[config.mk]
export PLATFORM = sky130hd
export DESIGN_NAME = ttxhp_top
export DESIGN_NICKNAME = d
export VERILOG_FILES = /design/src/hdl/ttxhp_pkg.sv /design/src/hdl/ttxhp_sync.sv /design/src/hdl/ttxhp_top.sv
export SDC_FILE = /design/constraint.sdc
export NUM_CORES = 1
export LEC_CHECK = 0
export BUFFER_PORTS_ARGS = -buffer_cell sky130_fd_sc_hd__buf_2
export CAP_MARGIN = 20
export CORE_ASPECT_RATIO = 1.4
export CORE_MARGIN = 2
export CORE_UTILIZATION = 35
export CTS_CLUSTER_DIAMETER = 200
export DETAILED_ROUTE_END_ITERATION = 12
export GPL_TIMING_DRIVEN = 0
export PLACE_DENSITY = 0.66
export SYNTH_ARGS = -nofsm -noshare
export SYNTH_HDL_FRONTEND = slang
export SYNTH_SLANG_ARGS = --single-unit
[constraint.sdc]
create_clock -name clk -period 1.2 [get_ports clk]
set_input_delay 0.24 -clock clk [delete_from_list [all_inputs] [get_ports clk]]
set_output_delay 0.24 -clock clk [all_outputs]
set_load 0.005 [all_outputs]
[src/hdl/ttxhp_pkg.sv]
// ttxhp_pkg: constants for the tone transceiver host port
// assumes: one core clock at 10 MHz, host strobe sampled as a plain pin
package ttxhp_pkg;
   localparam int unsigned TTXHP_NIB_W = 4;
   localparam int unsigned TTXHP_SYNC_W = 2;
   // control bank a fields
   localparam int unsigned TTXHP_CA_BANK_BIT = 3;
   localparam int unsigned TTXHP_CA_DETEN_BIT = 1;
   localparam int unsigned TTXHP_CA_KEYEN_BIT = 0;
   // control bank b fields
   localparam int unsigned TTXHP_CB_FSEL_HI = 3;
   localparam int unsigned TTXHP_CB_FSEL_LO = 2;
   localparam int unsigned TTXHP_CB_PTEN_BIT = 1;
   // status fields
   localparam int unsigned TTXHP_ST_INVALID_BIT = 3;
   localparam int unsigned TTXHP_ST_DIGIT_BIT = 2;
   localparam int unsigned TTXHP_ST_PROG_BIT = 1;
   localparam int unsigned TTXHP_ST_ANY_BIT = 0;
   // reset values
   localparam logic [3:0] TTXHP_NIB_RST = 4'h0;
   localparam logic [3:0] TTXHP_STATUS_RST = 4'h8;
   typedef enum logic [2:0] {
      TTXHP_IDLE = 3'b001,
      TTXHP_READ = 3'b010,
      TTXHP_WRITE = 3'b100
   } ttxhp_state_t;
endpackage : ttxhp_pkg

[src/hdl/ttxhp_sync.sv]
// ttxhp_sync: two-flop synchroniser for a group of pin levels
// assumes: inputs are asynchronous to clk
`timescale 1ns/1ns
`default_nettype none
module ttxhp_sync #(
   parameter int unsigned W = 1
) (
   // clock and reset
   input wire logic clk,
   input wire logic rst,
   // levels
   input wire logic [W-1:0] d,
   output logic [W-1:0] q
);
   logic [W-1:0] meta_r;
   logic [W-1:0] meta_nxt;
   logic [W-1:0] q_nxt;
   always_comb begin
      meta_nxt = d;
      q_nxt = meta_r;
   end
   always_ff @(posedge clk or posedge rst) begin
      if (rst) begin
         meta_r <= '0;
         q <= '0;
      end else begin
         meta_r <= meta_nxt;
         q <= q_nxt;
      end
   end
endmodule : ttxhp_sync
`default_nettype wire

[src/hdl/ttxhp_top.sv]
// ttxhp_top: nibble host port, control and status registers, detect outputs
// assumes: host strobe, select, address, direction and bus come from pins;
// detector and receiver events arrive from core logic on clk
`timescale 1ns/1ns
`default_nettype none
// Functional notes
// - write captures bus nibble at falling edge of the host strobe
// - read drives addressed register onto bus from strobe rising edge
// - strobe is aperiodic; only edges during transfers matter
// - transfers act only with active-low select at zero
// - group select one: write control, read status
// - group select zero: write transmit digit, read receive digit
// - direction one reads, zero writes; host holds it steady
// - power-down request high clears transmit digit, control registers and flags, blocks transfers and holds detect outputs low
// - progress detect output high while progress tone detected
// - special detect output high while special tone detected
// - progress detect high forces special detect output low
// - keypad tone output enabled only by host-written control bit
// - progress tone output enabled by host-written control bit
// - status nibble: invalid, digit flag, progress flag, any flag
// - status read clears the three flags after the read
// - bank bit redirects only the next control write to bank b
// - detect enable low holds both detect outputs low
module ttxhp_top (
   // clock and reset
   input wire logic clk,
   input wire logic rst,
   // host pins
   input wire logic host_strobe,
   input wire logic host_select_n,
   input wire logic register_group_select,
   input wire logic host_read_not_write,
   input wire logic [ttxhp_pkg::TTXHP_NIB_W-1:0] host_nibble_bus_in,
   output logic [ttxhp_pkg::TTXHP_NIB_W-1:0] host_nibble_bus_out,
   output logic host_nibble_bus_oe,
   input wire logic powerdown_request,
   // core events and receive data
   input wire logic [ttxhp_pkg::TTXHP_NIB_W-1:0] rx_digit,
   input wire logic rx_digit_valid,
   input wire logic rx_digit_event,
   input wire logic progress_tone_present,
   input wire logic special_tone_present,
   input wire logic progress_event,
   // outputs to tone generators and pins
   output logic [ttxhp_pkg::TTXHP_NIB_W-1:0] tx_digit,
   output logic keypad_tone_out,
   output logic progress_tone_out,
   output logic [1:0] progress_freq_sel,
   output logic progress_tone_detected,
   output logic special_tone_detected,
   output logic powered_down
);
   import ttxhp_pkg::*;

   ////////////////////////////////////////////////////////////////////////
   // pin synchronisers
   logic [8:0] pin_raw;
   logic [8:0] pin_s;
   logic strobe_s, sel_n_s, grp_s, rd_s, pd_s;
   logic [3:0] bus_s;
   assign pin_raw = {powerdown_request, host_nibble_bus_in, host_read_not_write,
                     register_group_select, host_select_n, host_strobe};
   ttxhp_sync #(.W(9)) u_sync (
      .clk(clk),
      .rst(rst),
      .d(pin_raw),
      .q(pin_s)
   );
   assign strobe_s = pin_s[0];
   assign sel_n_s = pin_s[1];
   assign grp_s = pin_s[2];
   assign rd_s = pin_s[3];
   assign bus_s = pin_s[7:4];
   assign pd_s = pin_s[8];

   ////////////////////////////////////////////////////////////////////////
   // strobe edges and transfer state
   logic strobe_d_r, strobe_d_nxt;
   logic rise, fall;
   ttxhp_state_t state_r, state_nxt;
   // edge detection, no free-running strobe assumed
   assign rise = strobe_s & ~strobe_d_r;
   assign fall = ~strobe_s & strobe_d_r;
   always_comb begin
      strobe_d_nxt = strobe_s;
      state_nxt = state_r;
      case (state_r)
         TTXHP_IDLE: begin
            if (rise && !sel_n_s && !pd_s) begin
               state_nxt = rd_s ? TTXHP_READ : TTXHP_WRITE;
            end
         end
         TTXHP_READ: begin
            if (fall || sel_n_s || pd_s) begin
               state_nxt = TTXHP_IDLE;
            end
         end
         TTXHP_WRITE: begin
            if (fall || sel_n_s || pd_s) begin
               state_nxt = TTXHP_IDLE;
            end
         end
         default: state_nxt = TTXHP_IDLE;
      endcase
   end
   always_ff @(posedge clk or posedge rst) begin
      if (rst) begin
         strobe_d_r <= 1'b0;
         state_r <= TTXHP_IDLE;
      end else begin
         strobe_d_r <= strobe_d_nxt;
         state_r <= state_nxt;
      end
   end
   logic wr_fire, rd_done;
   // write lands on the falling strobe edge
   assign wr_fire = (state_r == TTXHP_WRITE) && fall && !sel_n_s && !pd_s;
   assign rd_done = (state_r == TTXHP_READ) && fall && !sel_n_s && !pd_s;

   ////////////////////////////////////////////////////////////////////////
   // registers
   logic [3:0] tx_r, tx_nxt, cra_r, cra_nxt, crb_r, crb_nxt;
   logic bank_b_r, bank_b_nxt;
   logic digit_flag_r, digit_flag_nxt, prog_flag_r, prog_flag_nxt;
   logic any_flag_r, any_flag_nxt;
   logic [3:0] status_w;
   logic [3:0] bus_out_nxt;
   logic bus_oe_nxt;
   logic cp_nxt, fx_nxt;
   assign status_w = {~rx_digit_valid, digit_flag_r, prog_flag_r, any_flag_r};
   always_comb begin
      tx_nxt = tx_r;
      cra_nxt = cra_r;
      crb_nxt = crb_r;
      bank_b_nxt = bank_b_r;
      digit_flag_nxt = digit_flag_r;
      prog_flag_nxt = prog_flag_r;
      any_flag_nxt = any_flag_r;
      // read clears flags; a new event in the same cycle wins
      if (rd_done && grp_s) begin
         digit_flag_nxt = 1'b0;
         prog_flag_nxt = 1'b0;
         any_flag_nxt = 1'b0;
      end
      if (rx_digit_event) begin
         digit_flag_nxt = 1'b1;
      end
      if (progress_event) begin
         prog_flag_nxt = 1'b1;
      end
      if (rx_digit_event || progress_event) begin
         any_flag_nxt = 1'b1;
      end
      if (wr_fire) begin
         if (grp_s) begin
            if (bank_b_r) begin
               crb_nxt = bus_s;
               bank_b_nxt = 1'b0;
            end else begin
               cra_nxt = bus_s;
               bank_b_nxt = bus_s[TTXHP_CA_BANK_BIT];
            end
         end else begin
            tx_nxt = bus_s;
         end
      end
      if (pd_s) begin
         tx_nxt = TTXHP_NIB_RST;
         cra_nxt = TTXHP_NIB_RST;
         crb_nxt = TTXHP_NIB_RST;
         bank_b_nxt = 1'b0;
         digit_flag_nxt = 1'b0;
         prog_flag_nxt = 1'b0;
         any_flag_nxt = 1'b0;
      end
      // drive from rising edge; group selects status
      bus_out_nxt = grp_s ? status_w : rx_digit;
      bus_oe_nxt = (state_nxt == TTXHP_READ);
      cp_nxt = progress_tone_present && cra_r[TTXHP_CA_DETEN_BIT] && !pd_s;
      // special detect blocked by progress detect
      fx_nxt = special_tone_present && !cp_nxt && cra_r[TTXHP_CA_DETEN_BIT] && !pd_s;
   end
   always_ff @(posedge clk or posedge rst) begin
      if (rst) begin
         tx_r <= TTXHP_NIB_RST;
         cra_r <= TTXHP_NIB_RST;
         crb_r <= TTXHP_NIB_RST;
         bank_b_r <= 1'b0;
         digit_flag_r <= 1'b0;
         prog_flag_r <= 1'b0;
         any_flag_r <= 1'b0;
         host_nibble_bus_out <= TTXHP_NIB_RST;
         host_nibble_bus_oe <= 1'b0;
         progress_tone_detected <= 1'b0;
         special_tone_detected <= 1'b0;
         tx_digit <= TTXHP_NIB_RST;
         keypad_tone_out <= 1'b0;
         progress_tone_out <= 1'b0;
         progress_freq_sel <= 2'h0;
         powered_down <= 1'b0;
      end else begin
         tx_r <= tx_nxt;
         cra_r <= cra_nxt;
         crb_r <= crb_nxt;
         bank_b_r <= bank_b_nxt;
         digit_flag_r <= digit_flag_nxt;
         prog_flag_r <= prog_flag_nxt;
         any_flag_r <= any_flag_nxt;
         host_nibble_bus_out <= bus_out_nxt;
         host_nibble_bus_oe <= bus_oe_nxt;
         progress_tone_detected <= cp_nxt;
         special_tone_detected <= fx_nxt;
         tx_digit <= tx_nxt;
         // keypad tone only from control bit
         keypad_tone_out <= cra_nxt[TTXHP_CA_KEYEN_BIT];
         // progress tone from bank b bit
         progress_tone_out <= crb_nxt[TTXHP_CB_PTEN_BIT];
         progress_freq_sel <= crb_nxt[TTXHP_CB_FSEL_HI:TTXHP_CB_FSEL_LO];
         powered_down <= pd_s;
      end
   end

   ////////////////////////////////////////////////////////////////////////
   // checks
   // interlock
   AST_FX_INTERLOCK: assert property (@(posedge clk) disable iff (rst)
      progress_tone_detected |-> !special_tone_detected)
      else $error("special detect high with progress detect");
   AST_DET_DISABLED: assert property (@(posedge clk) disable iff (rst)
      !cra_r[TTXHP_CA_DETEN_BIT] |=> !progress_tone_detected && !special_tone_detected)
      else $error("detect output high while disabled");
   AST_BUS_RELEASE: assert property (@(posedge clk) disable iff (rst)
      host_nibble_bus_oe |-> state_r == TTXHP_READ && $past(!sel_n_s) && $past(!pd_s))
      else $error("bus driven outside a read");
   AST_FLAG_CLEAR: assert property (@(posedge clk) disable iff (rst)
      rd_done && grp_s && !rx_digit_event && !progress_event |=> !any_flag_r && !digit_flag_r && !prog_flag_r)
      else $error("flags survive status read");
   AST_BANK_ONESHOT: assert property (@(posedge clk) disable iff (rst)
      wr_fire && grp_s && bank_b_r |=> !bank_b_r && crb_r == $past(bus_s))
      else $error("bank b write not one-shot");
   AST_PD_CLEAR: assert property (@(posedge clk) disable iff (rst)
      pd_s |=> cra_r == TTXHP_NIB_RST && crb_r == TTXHP_NIB_RST && !any_flag_r)
      else $error("state not cleared in power-down");
   AST_ANY_FLAG: assert property (@(posedge clk) disable iff (rst)
      (digit_flag_r || prog_flag_r) |-> any_flag_r)
      else $error("any flag missing");
   AST_TX_WRITE: assert property (@(posedge clk) disable iff (rst)
      wr_fire && !grp_s && !pd_s |=> tx_digit == $past(bus_s))
      else $error("transmit digit not written");
endmodule : ttxhp_top
`default_nettype wire

* After elaboration in Yosys (flattened, before gate mapping) *
Cells that the tools add are included.

cells by class
  equal/unequal tests = 6
  mux-type cells = 27
  bitwise operators = 5
  reductions and logical operators = 29

operator list
  kind                                                   count
  2-to-1 mux 4 bit                                       8
  logical AND 1 bit                                      14
  2-to-1 mux 1 bit                                       11
  2-to-1 mux 3 bit                                       3
  nonzero test 3 bit                                     3
  2-to-1 mux 2 bit                                       4
  equality test 3 x 2 -> 1 bit, second input constant    2
  case mux 3 bit (2 select lines)                        1
  inequality test 2 x 1 -> 1 bit, second input constant  2
  AND reduction 2 bit                                    2
  nonzero test 2 bit                                     2
  equality test 3 x 1 -> 1 bit, second input constant    1
  equality test 3 bit, second input constant             1
  zero test 1 bit                                        3
  logical OR 1 bit                                       3
  inverter 1 bit                                         3
  AND reduction 3 bit                                    1
  bitwise AND 1 bit                                      2
  OR reduction 2 bit                                     1

storage, ports and cells
  bits in registers = 46
  bits of input ports = 20
  output and inout bits = 16
  word-level logic and storage cells = 86

* Logic depth before layout (Yosys ltp) *
  depth after elaboration = 9
  depth in mapped cells = 5
  mapped depth without buffers = 3

* Hierarchy *
A second synthesis with hierarchy kept.

second synthesis, totals
  cells, all modules = 113
  area total of the unflattened synthesis = 1,557.7 um^2

by module, submodules not included
  module      instances  cells each  area an instance (um^2)
  ttxhp_top   1          94          1,103.6
  ttxhp_sync  1          19          454.2

* Worst setup path before layout *
No wires, ideal clock.

  path type = reg2reg
  start = reg state_r[0]
  end = reg cra_r[0]
  arrival time = 1.216 ns
  path slack = -0.095 ns
  stages on the path, launching flop included = 5
  clock period less this slack = 1.295 ns
  cell sequence = dfstp_2 -> buf_2 -> or3b_4 -> nor3_4 -> mux2i_1

on the way
  longest elaborated chain between the ends = 6

RTL lines
  what                                  line              text
  start, declared                       ttxhp_top.sv:80   ttxhp_state_t state_r, state_nxt;
  start signal, assigned                ttxhp_top.sv:112  state_r <= state_nxt;
  equality test 3 bit                   ttxhp_top.sv:117  assign wr_fire = (state_r == TTXHP_WRITE) && fall && !sel_n_s && !pd_s;
  logical AND 1 bit (3 in a row)        ttxhp_top.sv:117
  nonzero test 2 bit (no source line)   -
  AND reduction 3 bit (no source line)  -
  end signal, assigned                  ttxhp_top.sv:203  cra_r <= cra_nxt;
  end, declared                         ttxhp_top.sv:122  logic [3:0] tx_r, tx_nxt, cra_r, cra_nxt, crb_r, crb_nxt;

No other way between the ends.
A chain may end at the register's enable or synchronous reset.

* Worst setup path after layout *
  start = reg state_r[1]
  end = reg cra_r[0]

The elaborated chain is that of the path after synthesis.

==> flow_summary.toml <==
[clock_tree]
cts_tree = "built"
hold_buffers = 0
insertion_delay_ns = 0.29
cts.path.max_buffers = 2
cts_root_buf = "clkbuf_8"
cts_buffers = 5
cts_sinks = 43
clk_pin_slew_ns = 0.08
htreeDepth = 2

[routing]
dr.first_iter.drc_count = 7
wl_um = 3053
wire_per_inst_um = 13.57
drc = 0
dr.pass1.iters = 4
dr_total_vias = 1056
vias_per_cell = 4.693
drtAntennaViolNets = 0

[die]
die-area_um2 = 5186
core_um2 = 4499
die_y_um = 84.41
num_rows = 29
fp.dieW_um = 61.44
pin_count = 36
start_util_pct = 35.93

[synthesis]
ys_warn_count = 0
yosys-top-cells-area = "dfrtp_1 (65%), mux2i_1 (6.2%), nand2b_1 (5.0%)"
synthesis.nets = 134
yosysTopAreaCell = "dfrtp_1"
ys_types = 30
avgSynthCellArea_um2 = 14.18
synthFlopType = "dfrtp_1"
synth_cells = 114
post-synth-top-area-fraction_pct = 65.02
seq_area_frac_synth_pct = 66.64
synth_most_common_cell = "dfrtp_1"
synth_seq_cells = 43
synth_edf_count = 0
netlist_area_um2 = 1617
synth_common_cells = "dfrtp_1 (42), nand2b_1 (13), mux2i_1 (10), nor2_1 (10), inv_1 (5)"
async_flop_share_pct = 100.0

[place]
placed_cells = 211
dp_hpwl_um = 2010
numPortBuffers = 35
gp_congestion = 0.7446

[cells_and_area]
fin_cells = 225
drive_gt1_share_pct = 47.85
area.growth.synth_to_final_pct = 31.19
nets = 182
antenna_cells = 0

[timing]
finalHoldViolations = 0
slew_headroom_pct = 41.37
period_needed_ns = 1.276
fin_crit_sh_pct = 106.3
clock_skew_ns = 0.001945
holdWs_ns = 0.04578
tightest_slew_ns = 0.8776
rsz0062_at_grt = "true"
maxSlewViolCount = 0
finalSetupViolations = 11
fmax_mhz = 783.9
finalWorstSetupSlack_ns = -0.07573

[setup_path]
critical_path_class = "register to register"
end_kind = "register"
cp_max_fo = 3
crit_required_ns = 1.42
crit_arrival_ns = 1.50
cp-start-kind = "register"

[global_route]
grt_overflow = 0
grt_pass1_vias = 1114
grt.total_usage_pct = 12.81
grt_max_degree = 44
antenna_found_initial = 0
grt_first_pass_wirelength_um = 4912

[run_status]
outcome = "complete, but fails checks"
violations = "negative setup slack"

[power]
power_density_nw_per_um2 = 1368
ir_worst_vdd_uv = 677.2
total_power_w = 0.002902
p_leak_nw = 1.001

[min_path]
hold_path_class = "input pin to register"

[run]
maxCapViolCount = 0
-- path summary, 6_finish.rpt --
check / startpoint / to / slack, ns / cells after the start
worst min register to register: u_sync.meta_r[3] / u_sync.q[3] / 0.35 / 0
worst max-delay path: state_r[1] / cra_r[0] / -0.08 / 3
min in group asynchronous: rst / u_sync.meta_r[2] / 0.11 / 2
worst min-delay path: host_strobe / u_sync.meta_r[0] / 0.05 / 1
worst max register to register: state_r[1] / cra_r[0] / -0.08 / 3
max in group asynchronous: rst / state_r[2] / 0.57 / 2
-- through the flow --
stage | util (%) | setup slack, ns | setup TNS [ns] | area, um2
3_3_place_gp | 41.77 | -0.1379 | -1.179 | 1879
5_1_grt | 47.14 | -0.1323 | -1.116 | 2121
6_report | 47.14 | -0.07573 | -0.3471 | 2121
3_5_place_dp | 41.77 | -0.1593 | -1.556 | 1879
2_1_floorplan | - | -0.05983 | -0.2074 | 1627
4_1_cts | 46.38 | -0.1427 | -0.4606 | 2087
-- sequential cells by signal (all words and copies together) (netlist names) --
signal	count
u_sync.meta_r	9
digit_flag_r	1
tx_r	4
state_r	3
u_sync.q	9
prog_flag_r	1
progress_freq_sel	1
any_flag_r	1
host_nibble_bus_oe	1
strobe_d_r	1
special_tone_detected	1
powered_down	1
host_nibble_bus_out	4
bank_b_r	1
progress_tone_detected	1
cra_r	2
crb_r	2
-- final cells by class --
cell class	instances	area, um2
fillers	441	2379
flip-flops and latches	43	1081
multi-input cells	62	555.5
repair buffers	43	246.5
clock buffers	6	82.58
well taps	62	77.57
clock inverters	2	38.79
inverters	5	22.52
plain buffers	2	16.27
-- critical path, cell delays in order, from the launching register on --
cell and delay (ns):
dfrtp_2 0.44, or3b_4 0.40, nor3_4 0.16, mux2i_1 0.21
-- timing repair --
item | CTS | global route
gates resized for setup | 15 | 6
hold endpoints to repair | 0 | 0
setup buffers | 6 | 2
endpoints found under the setup margin | 14 | 17
pin swaps | 6 | 5
-- routing by layer --
metal / wire, um / global-route usage (%)
met1: 1187 / 14.37
met2: 1644 / 21.57
met3: 165 / 4.777
met4: 57 / 4.642
met5: 0 / 0
-- power by group --
part / internal [W] / total [W] / switching [W]
Clock: 0.000684 / 0.00119 / 0.000503
Combinational: 0.0000924 / 0.000183 / 0.0000908
Sequential: 0.00150 / 0.00153 / 0.0000276
Total: 0.00228 / 0.00290 / 0.000622
-- cell families after synthesis --
group | count (synthesis) | synth area share, %
AND/OR/NAND/NOR | 38 | 17.18
buffers and inverters | 9 | 2.477
XOR/XNOR | 1 | 0.5419
multiplexers | 13 | 8.282
AO/OA/AOI/OAI | 10 | 4.876
flip-flops | 43 | 66.64
-- layout by cell type, fill, tap and decap left out, types with 2 or more instances in the layout --
cell / instances
a311oi_2: 2
nand2b_1: 13
nor2_2: 2
nor2_1: 8
dfrtp_1: 39
buf_2: 36
o211a_1: 2
nand4b_1: 2
mux2i_1: 10
dfrtp_2: 3
buf_4: 5
buf_6: 4
o32ai_2: 2
clkbuf_8: 6
mux2_2: 3
inv_1: 4
a21oi_1: 2
(Power assumes the default switching activity.)
